[src/led_status_regs.vh]
// Register map, field positions and timing constants for the port status indicators
`ifndef LED_STATUS_REGS_VH
`define LED_STATUS_REGS_VH

// ***************************************************************
// Register byte offsets
// ***************************************************************
`define REG_CTRL_OFS      4'h0
`define REG_TRAFFIC_OFS   4'h4
`define REG_STATUS_OFS    4'h8

// ***************************************************************
// Control register fields
// ***************************************************************
`define CTRL_SESSION_BIT  0
`define CTRL_POWER_BIT    1
`define CTRL_IDENT_BIT    2
`define CTRL_FATAL_BIT    3
`define CTRL_PROTO_LSB    4
`define CTRL_PROTO_MSB    5
`define CTRL_COMM_BIT     6
`define CTRL_CANST_LSB    8
`define CTRL_CANST_MSB    9
`define CTRL_FRPAS_BIT    10
`define CTRL_WIDTH        11
`define CTRL_RESET        11'h000

// Protocol selection codes
`define PROTO_NONE        2'h0
`define PROTO_CAN         2'h1
`define PROTO_FLEXRAY     2'h2
`define PROTO_LIN         2'h3

// CAN controller error state codes
`define CANST_ACTIVE      2'h0
`define CANST_PASSIVE     2'h1
`define CANST_BUSOFF      2'h2

// Traffic register: writing one here counts as a transmit or receive
`define TRAFFIC_EVT_BIT   0

// ***************************************************************
// Status register fields
// ***************************************************************
`define STAT_LEDS_LSB     0
`define STAT_HOLD_BIT     4
`define STAT_BLINK_BIT    5
`define STAT_ACT_BIT      6
`define STAT_STATE_LSB    8

// ***************************************************************
// Timing
// ***************************************************************
`define CLK_FREQ_HZ       50000000
`define HOLDOFF_MS        1000
`define BLINK_HALF_MS     125
`define ACT_STEP_MS       40
`define HOLDOFF_CYC       ((`CLK_FREQ_HZ / 1000) * `HOLDOFF_MS)
`define BLINK_HALF_CYC    ((`CLK_FREQ_HZ / 1000) * `BLINK_HALF_MS)
`define ACT_STEP_CYC      ((`CLK_FREQ_HZ / 1000) * `ACT_STEP_MS)

// Activity generator seed, any nonzero value
`define ACT_SEED          8'hA5

`endif

[src/rate_tick.v]
// Free-running divider giving a one-cycle enable pulse every PERIOD clocks
`default_nettype none

module rate_tick #(
  parameter [31:0] PERIOD = 32'h0000_0010
) (
  input  wire        core_clk,
  input  wire        arst_n,
  output reg         tick
);

  reg [31:0] count_r;

  // ***************************************************************
  // Divider
  // ***************************************************************
  // Count up and wrap; tick is registered to keep the enable glitch free
  always @(posedge core_clk or negedge arst_n) begin
    if (!arst_n) begin
      count_r <= 32'h0000_0000;
      tick    <= 1'b0;
    end else if (count_r >= PERIOD - 32'h0000_0001) begin
      count_r <= 32'h0000_0000;
      tick    <= 1'b1;
    end else begin
      count_r <= count_r + 32'h0000_0001;
      tick    <= 1'b0;
    end
  end

endmodule // rate_tick

`default_nettype wire

[src/activity_pattern.v]
// Pseudo-random on/off sequence for the activity display pattern
`include "led_status_regs.vh"
`default_nettype none

module activity_pattern (
  input  wire        core_clk,
  input  wire        arst_n,
  input  wire        step,
  output wire        phase
);

  reg [7:0] lfsr_r;

  // ***************************************************************
  // Maximal length shift register
  // ***************************************************************
  // Taps 8,6,5,4 give a 255 step sequence; never reaches all zeros
  always @(posedge core_clk or negedge arst_n) begin
    if (!arst_n) begin
      lfsr_r <= `ACT_SEED;
    end else if (step) begin
      lfsr_r <= {lfsr_r[6:0], lfsr_r[7] ^ lfsr_r[5] ^ lfsr_r[4] ^ lfsr_r[3]};
    end
  end

  // Lamp state is one bit of the sequence
  assign phase = lfsr_r[0];

endmodule // activity_pattern

`default_nettype wire

[src/port_status_led_driver.v]
// Status indicator driver for one bus port: two bicolour lamps behind an Avalon-MM slave
//
// Function
// Each port drives two lamps, each red, green or dark, four patterns.
// First lamp shows hardware in use, second shows bus traffic.
// Blink toggles at fixed rate, solid is fully lit, off is dark.
// Activity pattern switches the lamp following a pseudo-random sequence.
// Identify blinks both lamps green; catastrophic error blinks both red.
// No open session keeps both lamps dark.
// Session, power, no traffic: first lamp solid green, second dark.
// Session without port power: first lamp solid red, second dark.
// CAN error-active traffic: solid green, green activity, dark one second after.
// CAN error-passive traffic: solid green, red activity, same hold-off.
// CAN bus-off: first lamp solid green, second solid red.
// FlexRay normal-active integrated: solid green, green activity throughout.
// FlexRay normal-passive integrated: solid green, red activity throughout.
// LIN communicating: solid green, green activity, dark one second after.
// Identify and catastrophic error override session, power and protocol states.
`include "led_status_regs.vh"
`default_nettype none

module port_status_led_driver #(
  parameter [31:0] HOLDOFF_CYCLES = `HOLDOFF_CYC,
  parameter [31:0] BLINK_CYCLES   = `BLINK_HALF_CYC,
  parameter [31:0] ACT_CYCLES     = `ACT_STEP_CYC
) (
  input  wire        core_clk,
  input  wire        arst_n,
  input  wire [3:0]  avs_address,
  input  wire        avs_read,
  input  wire        avs_write,
  input  wire [31:0] avs_writedata,
  input  wire [3:0]  avs_byteenable,
  output reg  [31:0] avs_readdata,
  output wire        avs_waitrequest,
  input  wire        traffic_pulse,
  output reg         led1_red,
  output reg         led1_green,
  output reg         led2_red,
  output reg         led2_green
);

  // ***************************************************************
  // Display patterns and indication states
  // ***************************************************************
  localparam [1:0] PAT_OFF   = 2'h0;
  localparam [1:0] PAT_SOLID = 2'h1;
  localparam [1:0] PAT_BLINK = 2'h2;
  localparam [1:0] PAT_ACT   = 2'h3;

  localparam [7:0] ST_DARK   = 8'h01;
  localparam [7:0] ST_IDENT  = 8'h02;
  localparam [7:0] ST_FATAL  = 8'h04;
  localparam [7:0] ST_READY  = 8'h08;
  localparam [7:0] ST_NOPWR  = 8'h10;
  localparam [7:0] ST_ACT_G  = 8'h20;
  localparam [7:0] ST_ACT_R  = 8'h40;
  localparam [7:0] ST_BUSOFF = 8'h80;

  // ***************************************************************
  // Functions
  // ***************************************************************
  // Byte address match, ignoring the two lane bits
  function addr_hit;
    input [3:0] addr;
    input [3:0] ofs;
    begin
      addr_hit = (addr[3:2] == ofs[3:2]);
    end
  endfunction

  // Pattern and colour to {red, green} lamp drive
  function [1:0] lamp_drive;
    input [1:0] pat;
    input       red;
    input       blink;
    input       act;
    reg         lit;
    begin
      lit = 1'b0;
      case (pat)
        PAT_OFF:   lit = 1'b0;
        PAT_SOLID: lit = 1'b1;
        PAT_BLINK: lit = blink;
        PAT_ACT:   lit = act;
        default:   lit = 1'b0;
      endcase
      lamp_drive = red ? {lit, 1'b0} : {1'b0, lit};
    end
  endfunction

  // ***************************************************************
  // Declarations
  // ***************************************************************
  reg  [`CTRL_WIDTH-1:0] ctrl_r;
  reg                    ack_r;
  reg  [31:0]            hold_cnt_r;
  reg  [7:0]             state_r;
  reg  [7:0]             state_nxt;
  reg                    blink_r;
  reg  [1:0]             pat1;
  reg  [1:0]             pat2;
  reg                    red1;
  reg                    red2;
  wire                   bus_req;
  wire                   wr_done;
  wire                   blink_tick;
  wire                   act_tick;
  wire                   act_phase;
  wire                   soft_traffic;
  wire                   traffic;
  wire                   hold_active;
  wire [1:0]             drive1;
  wire [1:0]             drive2;
  wire [31:0]            status_word;

  // Control fields
  wire                   session_open = ctrl_r[`CTRL_SESSION_BIT];
  wire                   power_good   = ctrl_r[`CTRL_POWER_BIT];
  wire                   ident_req    = ctrl_r[`CTRL_IDENT_BIT];
  wire                   fatal_err    = ctrl_r[`CTRL_FATAL_BIT];
  wire [1:0]             proto        = ctrl_r[`CTRL_PROTO_MSB:`CTRL_PROTO_LSB];
  wire                   comm         = ctrl_r[`CTRL_COMM_BIT];
  wire [1:0]             can_state    = ctrl_r[`CTRL_CANST_MSB:`CTRL_CANST_LSB];
  wire                   fr_passive   = ctrl_r[`CTRL_FRPAS_BIT];

  // ***************************************************************
  // Avalon-MM slave
  // ***************************************************************
  // Every access takes one wait cycle; completes on the edge after ack_r rises
  assign bus_req         = avs_read | avs_write;
  assign avs_waitrequest = bus_req & ~ack_r;
  assign wr_done         = avs_write & ack_r;

  always @(posedge core_clk or negedge arst_n) begin
    if (!arst_n) begin
      ack_r <= 1'b0;
    end else begin
      ack_r <= bus_req & ~ack_r;
    end
  end

  // Control register, byte lanes 0 and 1 only
  always @(posedge core_clk or negedge arst_n) begin
    if (!arst_n) begin
      ctrl_r <= `CTRL_RESET;
    end else if (wr_done && addr_hit(avs_address, `REG_CTRL_OFS)) begin
      if (avs_byteenable[0]) begin
        ctrl_r[7:0] <= avs_writedata[7:0];
      end
      if (avs_byteenable[1]) begin
        ctrl_r[`CTRL_WIDTH-1:8] <= avs_writedata[`CTRL_WIDTH-1:8];
      end
    end
  end

  // Traffic strobe from software, lane 0
  assign soft_traffic = wr_done & addr_hit(avs_address, `REG_TRAFFIC_OFS) &
                        avs_byteenable[0] & avs_writedata[`TRAFFIC_EVT_BIT];

  // Status word shows lamps, timers and indication state
  assign status_word = {16'h0000, state_r, 1'b0, act_phase, blink_r, hold_active,
                        led1_red, led1_green, led2_red, led2_green};

  // Read data captured in the wait cycle, stands at the completing edge
  always @(posedge core_clk or negedge arst_n) begin
    if (!arst_n) begin
      avs_readdata <= 32'h0000_0000;
    end else if (avs_read && !ack_r) begin
      if (addr_hit(avs_address, `REG_CTRL_OFS)) begin
        avs_readdata <= {21'h00_0000, ctrl_r};
      end else if (addr_hit(avs_address, `REG_STATUS_OFS)) begin
        avs_readdata <= status_word;
      end else begin
        avs_readdata <= 32'h0000_0000;  // Unmapped and write-only read zero
      end
    end
  end

  // ***************************************************************
  // Pattern sources
  // ***************************************************************
  rate_tick #(
    .PERIOD (BLINK_CYCLES)
  ) u_blink_tick (
    .core_clk (core_clk),
    .arst_n   (arst_n),
    .tick     (blink_tick)
  );

  rate_tick #(
    .PERIOD (ACT_CYCLES)
  ) u_act_tick (
    .core_clk (core_clk),
    .arst_n   (arst_n),
    .tick     (act_tick)
  );

  // Pseudo-random on/off sequence, stepped at the fixed ACT_CYCLES rate
  activity_pattern u_act (
    .core_clk (core_clk),
    .arst_n   (arst_n),
    .step     (act_tick),
    .phase    (act_phase)
  );

  // Blink phase shared by both lamps so they flash together
  always @(posedge core_clk or negedge arst_n) begin
    if (!arst_n) begin
      blink_r <= 1'b0;
    end else if (blink_tick) begin
      blink_r <= ~blink_r;
    end
  end

  // ***************************************************************
  // Traffic hold-off
  // ***************************************************************
  // Any transmit or receive restarts the one second window
  assign traffic     = traffic_pulse | soft_traffic;
  assign hold_active = (hold_cnt_r != 32'h0000_0000);

  always @(posedge core_clk or negedge arst_n) begin
    if (!arst_n) begin
      hold_cnt_r <= 32'h0000_0000;
    end else if (traffic) begin
      hold_cnt_r <= HOLDOFF_CYCLES;
    end else if (hold_active) begin
      hold_cnt_r <= hold_cnt_r - 32'h0000_0001;
    end
  end

  // ***************************************************************
  // Indication state selection
  // ***************************************************************
  // Fixed priority; protocol states only once session and power are fine
  always @* begin
    state_nxt = ST_READY;
    if (fatal_err) begin
      state_nxt = ST_FATAL;
    end else if (ident_req) begin
      state_nxt = ST_IDENT;
    end else if (!session_open) begin
      state_nxt = ST_DARK;
    end else if (!power_good) begin
      state_nxt = ST_NOPWR;
    end else begin
      case (proto)
        `PROTO_CAN: begin
          if (can_state == `CANST_BUSOFF) begin
            state_nxt = ST_BUSOFF;
          end else if (comm && hold_active) begin
            state_nxt = (can_state == `CANST_PASSIVE) ? ST_ACT_R : ST_ACT_G;
          end else begin
            state_nxt = ST_READY;
          end
        end
        `PROTO_FLEXRAY: begin
          // Integration alone keeps activity going; no hold-off here
          if (comm) begin
            state_nxt = fr_passive ? ST_ACT_R : ST_ACT_G;
          end else begin
            state_nxt = ST_READY;
          end
        end
        `PROTO_LIN: begin
          if (comm && hold_active) begin
            state_nxt = ST_ACT_G;
          end else begin
            state_nxt = ST_READY;
          end
        end
        default: begin
          state_nxt = ST_READY;
        end
      endcase
    end
  end

  always @(posedge core_clk or negedge arst_n) begin
    if (!arst_n) begin
      state_r <= ST_DARK;
    end else begin
      state_r <= state_nxt;
    end
  end

  // ***************************************************************
  // Lamp patterns per state
  // ***************************************************************
  // First lamp tracks use, second tracks bus traffic
  always @* begin
    pat1 = PAT_OFF;
    pat2 = PAT_OFF;
    red1 = 1'b0;
    red2 = 1'b0;
    case (state_r)
      ST_DARK: begin
        pat1 = PAT_OFF;
        pat2 = PAT_OFF;
      end
      ST_IDENT: begin
        pat1 = PAT_BLINK;
        pat2 = PAT_BLINK;
      end
      ST_FATAL: begin
        pat1 = PAT_BLINK;
        pat2 = PAT_BLINK;
        red1 = 1'b1;
        red2 = 1'b1;
      end
      ST_READY: begin
        pat1 = PAT_SOLID;
        pat2 = PAT_OFF;
      end
      ST_NOPWR: begin
        pat1 = PAT_SOLID;
        red1 = 1'b1;
        pat2 = PAT_OFF;
      end
      ST_ACT_G: begin
        pat1 = PAT_SOLID;
        pat2 = PAT_ACT;
      end
      ST_ACT_R: begin
        pat1 = PAT_SOLID;
        pat2 = PAT_ACT;
        red2 = 1'b1;
      end
      ST_BUSOFF: begin
        pat1 = PAT_SOLID;
        pat2 = PAT_SOLID;
        red2 = 1'b1;
      end
      default: begin
        pat1 = PAT_OFF;
        pat2 = PAT_OFF;
      end
    endcase
  end

  assign drive1 = lamp_drive(pat1, red1, blink_r, act_phase);
  assign drive2 = lamp_drive(pat2, red2, blink_r, act_phase);

  // ***************************************************************
  // Lamp outputs
  // ***************************************************************
  // Registered so the pins never glitch between colours
  always @(posedge core_clk or negedge arst_n) begin
    if (!arst_n) begin
      led1_red   <= 1'b0;
      led1_green <= 1'b0;
      led2_red   <= 1'b0;
      led2_green <= 1'b0;
    end else begin
      led1_red   <= drive1[1];
      led1_green <= drive1[0];
      led2_red   <= drive2[1];
      led2_green <= drive2[0];
    end
  end

endmodule // port_status_led_driver

`default_nettype wire

[config.mk]
export PLATFORM = sky130hd
export DESIGN_NAME = port_status_led_driver
export DESIGN_NICKNAME = d
export VERILOG_FILES = /design/src/rate_tick.v /design/src/activity_pattern.v /design/src/port_status_led_driver.v
export VERILOG_INCLUDE_DIRS = /design/src /design/src/src
export SDC_FILE = /design/constraint.sdc
export NUM_CORES = 1
export LEC_CHECK = 0
export ABC_AREA = 1
export BUFFER_PORTS_ARGS = -buffer_cell sky130_fd_sc_hd__buf_2
export CORE_ASPECT_RATIO = 0.8
export CORE_MARGIN = 3
export CORE_UTILIZATION = 63
export DETAILED_ROUTE_END_ITERATION = 10
export GPL_ROUTABILITY_DRIVEN = 1
export MAX_ROUTING_LAYER = met4
export PLACE_DENSITY = 0.85
export SETUP_SLACK_MARGIN = 0.02
export SLEW_MARGIN = 20
export SYNTH_ARGS = -nofsm -noshare
export SYNTH_HDL_FRONTEND = slang
export SYNTH_SLANG_ARGS = --single-unit
[constraint.sdc]
create_clock -name core_clk -period 4.5 [get_ports core_clk]
set_clock_uncertainty 0.2 [all_clocks]
set_input_delay 0.675 -clock core_clk [delete_from_list [all_inputs] [get_ports core_clk]]
set_output_delay 0.675 -clock core_clk [all_outputs]
set_load 0.03 [all_outputs]
==> flow_summary_export.csv <==
group,metric,value,unit
yosys,synth_edf_count,0,
pwr,peakVddDrop,0.000302,V
yosys,syn_area_per_cell,7.93,um^2
timing,fmax,369,MHz
placed_design,routabilityCongestion,0.969,
global_route,grt_overflow,0,
floorplanning,die_area,13000,um^2
clock_tree,clkTransAtPathRegs,0.07,ns
clock_tree,numCtsBuffers,17,
worst_setup_path,crit_top_cell,"nand2_1",
clock_tree,clk_latency,0.41,ns
floorplanning,core_region_area,11100,um^2
clock_tree,htree_levels,4,
routing,drc,0,
timing,setup-violations-final,0,
floorplanning,fp.dieW,127,um
yosys,synth_ff_type,"dfrtp_1",
cells_and_area,mostFrequentLayoutCells,"nand2_1 (196), nor2_1 (183), dfrtp_1 (142)",
timing,min_period,2.71,ns
timing,hold_violations,0,
yosys,ys_types,41,
pwr,p_per_area,419,nW/um^2
floorplanning,core.rowCount,34,
floorplanning,io_pins,82,
routing,wl,15600,um
worst_setup_path,critPathArrivalTime,2.78,ns
placed_design,io_buffer_count,40,
worst_setup_path,crit_chain,"nand2_1 -> nor2_1 -> nand3_1 -> nand2_1 -> inv_1 -> nand3_4 -> inv_4 -> nor3_1",
timing,slew-limit-headroom,0.461,
yosys,async_flop_share,1.00,
worst_setup_path,critPathRequiredTime,4.57,ns
timing,drv_slew,0,
global_route,grt_pass1_wl,26700,um
clock_tree,cts_sinks,147,
cells_and_area,nNetsFinal,1045,
floorplanning,start_util,0.661,
global_route,antenna_found_initial,0,
global_route,grtUsageTotal,0.262,
run_status,status,"finished, final reports clean",
yosys,synth_seq_cells,147,
clock_tree,cts_setup_buffers,0,
cells_and_area,drive_gt1_frac,0.104,
global_route,grt_max_degree,78,
floorplanning,die_y,103,um
yosys,synthCells,930,
placed_design,postPlaceCellArea,7700,um^2
yosys,yosys_warnings,0,
placed_design,dp_hpwl,10700,um
clock_tree,clockRootBuffer,"clkbuf_16",
cells_and_area,final_common_cell,"nand2_1",
yosys,netlist_top_cells_area,"dfrtp_1 (48%), nand2_1 (10%), nor2_1 (9.3%)",
cells_and_area,n_fill_cell,834,
worst_setup_path,cp-start-kind,"register",
worst_setup_path,cp_slowest_stage_delay,0.71,ns
timing,fin_setup_tns,0,ns
worst_setup_path,cp_num_buf_inv,2,
timing,tightest_slew,0.807,ns
clock_tree,cts.path.max_buffers,2,
yosys,synth_top_area_frac,0.482,
routing,wire_per_inst,13.5,um
worst_setup_path,cp_max_fo,23,
yosys,yosysSeqAreaShare,0.500,
clock_tree,postCtsResizedCells,0,
global_route,grt_pass1_vias,5838,
clock_tree,cts_hold_buf,0,
worst_setup_path,crit_slowest_cell,"inv_1",
routing,drtPass1Iterations,6,
timing,fin_crit_sh,0.601,
run,max_cap_violations,0,
cells_and_area,area_growth,12.5,%
cells_and_area,design_area,8290,um^2
hold_path,min_path_type,"in -> async",
worst_setup_path,end_kind,"register",
routing,vias,6146,
clock_tree,cts_tree,"done",
timing,hold_slack,0.0679,ns
pwr,p_leak,3.90,nW
routing,post_drt_via_cell_ratio,5.33,
yosys,synth_top_cell_by_area,"dfrtp_1",
routing,drt_iter0_drc,650,
yosys,syn_area,7370,um^2
routing,route.antenna.remaining_nets,0,
worst_setup_path,worstSetupPathType,"reg -> reg",
worst_setup_path,critPathTopFamily,"buffers and inverters",
cells_and_area,final_core_util,0.744,
timing,rsz0062_at_grt,"false",
cells_and_area,n_antenna_cell,0,
## sequential cells by signal, indices dropped and copies added, names as in the netlist, 8 cells and up
name	flops
hold_cnt_r	32
u_act_tick.count_r	32
u_blink_tick.count_r	32
avs_readdata	16
ctrl_r	11
state_r	8
u_act.lfsr_r	8
## Yosys cell counts, types with 2 or more instances
master / count
nand3_1: 71
mux2_2: 4
nor2_1: 183
dfrtp_1: 142
or2_0: 4
ha_1: 3
o21bai_1: 2
nor3_1: 24
nor2_4: 4
o21ai_0: 30
nor2_2: 8
a21oi_1: 25
dfstp_2: 5
buf_4: 16
o221ai_1: 3
o211ai_1: 5
or2_2: 2
nand3_2: 3
clkbuf_1: 4
nand2_1: 196
xor2_1: 25
buf_2: 6
inv_1: 115
nand3b_1: 2
buf_6: 4
nand4_1: 21
xnor2_1: 8
and2_1: 2
## final timing paths
kind / startpoint / end / slack (ns) / cells after the start
min in group core_clk: ctrl_r[2]$_DFFE_PN0P_ / state_r[0]$_DFF_PN1_ / 0.21 / 1
setup reg to reg: ack_r$_DFF_PN0_ / hold_cnt_r[5]$_DFFE_PN0P_ / 1.79 / 8
hold / removal: arst_n / avs_readdata[11]$_DFFE_PN0P_ / 0.07 / 1
setup / recovery: ack_r$_DFF_PN0_ / hold_cnt_r[5]$_DFFE_PN0P_ / 1.79 / 8
hold reg to reg: ctrl_r[2]$_DFFE_PN0P_ / state_r[0]$_DFF_PN1_ / 0.21 / 1
max in group asynchronous: arst_n / u_act.lfsr_r[7]$_DFFE_PN1P_ / 3.04 / 2
## cells by family (layout without fill, tap and decap cells)
logic type               Yosys count  in the layout  share of synthesized area
flip-flops                       147            147                      0.500
AND/OR/NAND/NOR                  524            524                      0.307
other                              1             36                   0.000509
XOR/XNOR                          33             33                     0.0392
multiplexers                       4              4                    0.00611
adder cells (fa/ha/maj)            3              3                    0.00509
AO/OA/AOI/OAI                     71             71                     0.0542
buffers and inverters            147            192                     0.0884
## area by class of cell
type                    count  area (um^2)  area share
clock buffers              19          443      0.0534
well taps                 144          180      0.0217
multi-input cells         671         3170       0.382
repair buffers             43          229      0.0276
clock inverters            13          146      0.0177
inverters                 117          442      0.0533
flip-flops and latches    147         3680       0.444
## power breakdown
part           total (mW)  leakage, nW  switching, mW  internal (mW)
Sequential           1.56         1.85         0.0898           1.47
Combinational       0.516         1.77          0.356          0.160
Clock                1.40        0.285          0.561          0.839
Total                3.47         3.90           1.01           2.47
## layer usage
metal / GRT usage / vias up / wire length [um] / share of wire
li1: - / 3033 / - / -
met1: 0.349 / 2854 / 7010 / 0.45
met2: 0.412 / 237 / 7270 / 0.47
met3: 0.0513 / 22 / 1070 / 0.069
met4: 0.0833 / 0 / 231 / 0.015
met5: - / - / 0 / 0
## through the flow
step                      setup WS, ns  total power, mW  instances
after global placement            1.45             2.07       1122
after detailed placement          1.43             2.09       1122
after CTS                         1.77             3.49       1154
after floorplan                   2.50             1.93        965
final                             1.79             3.47       1154
after global routing              1.59             3.63       1154
Note: power is estimated with default switching activity, not from simulation.
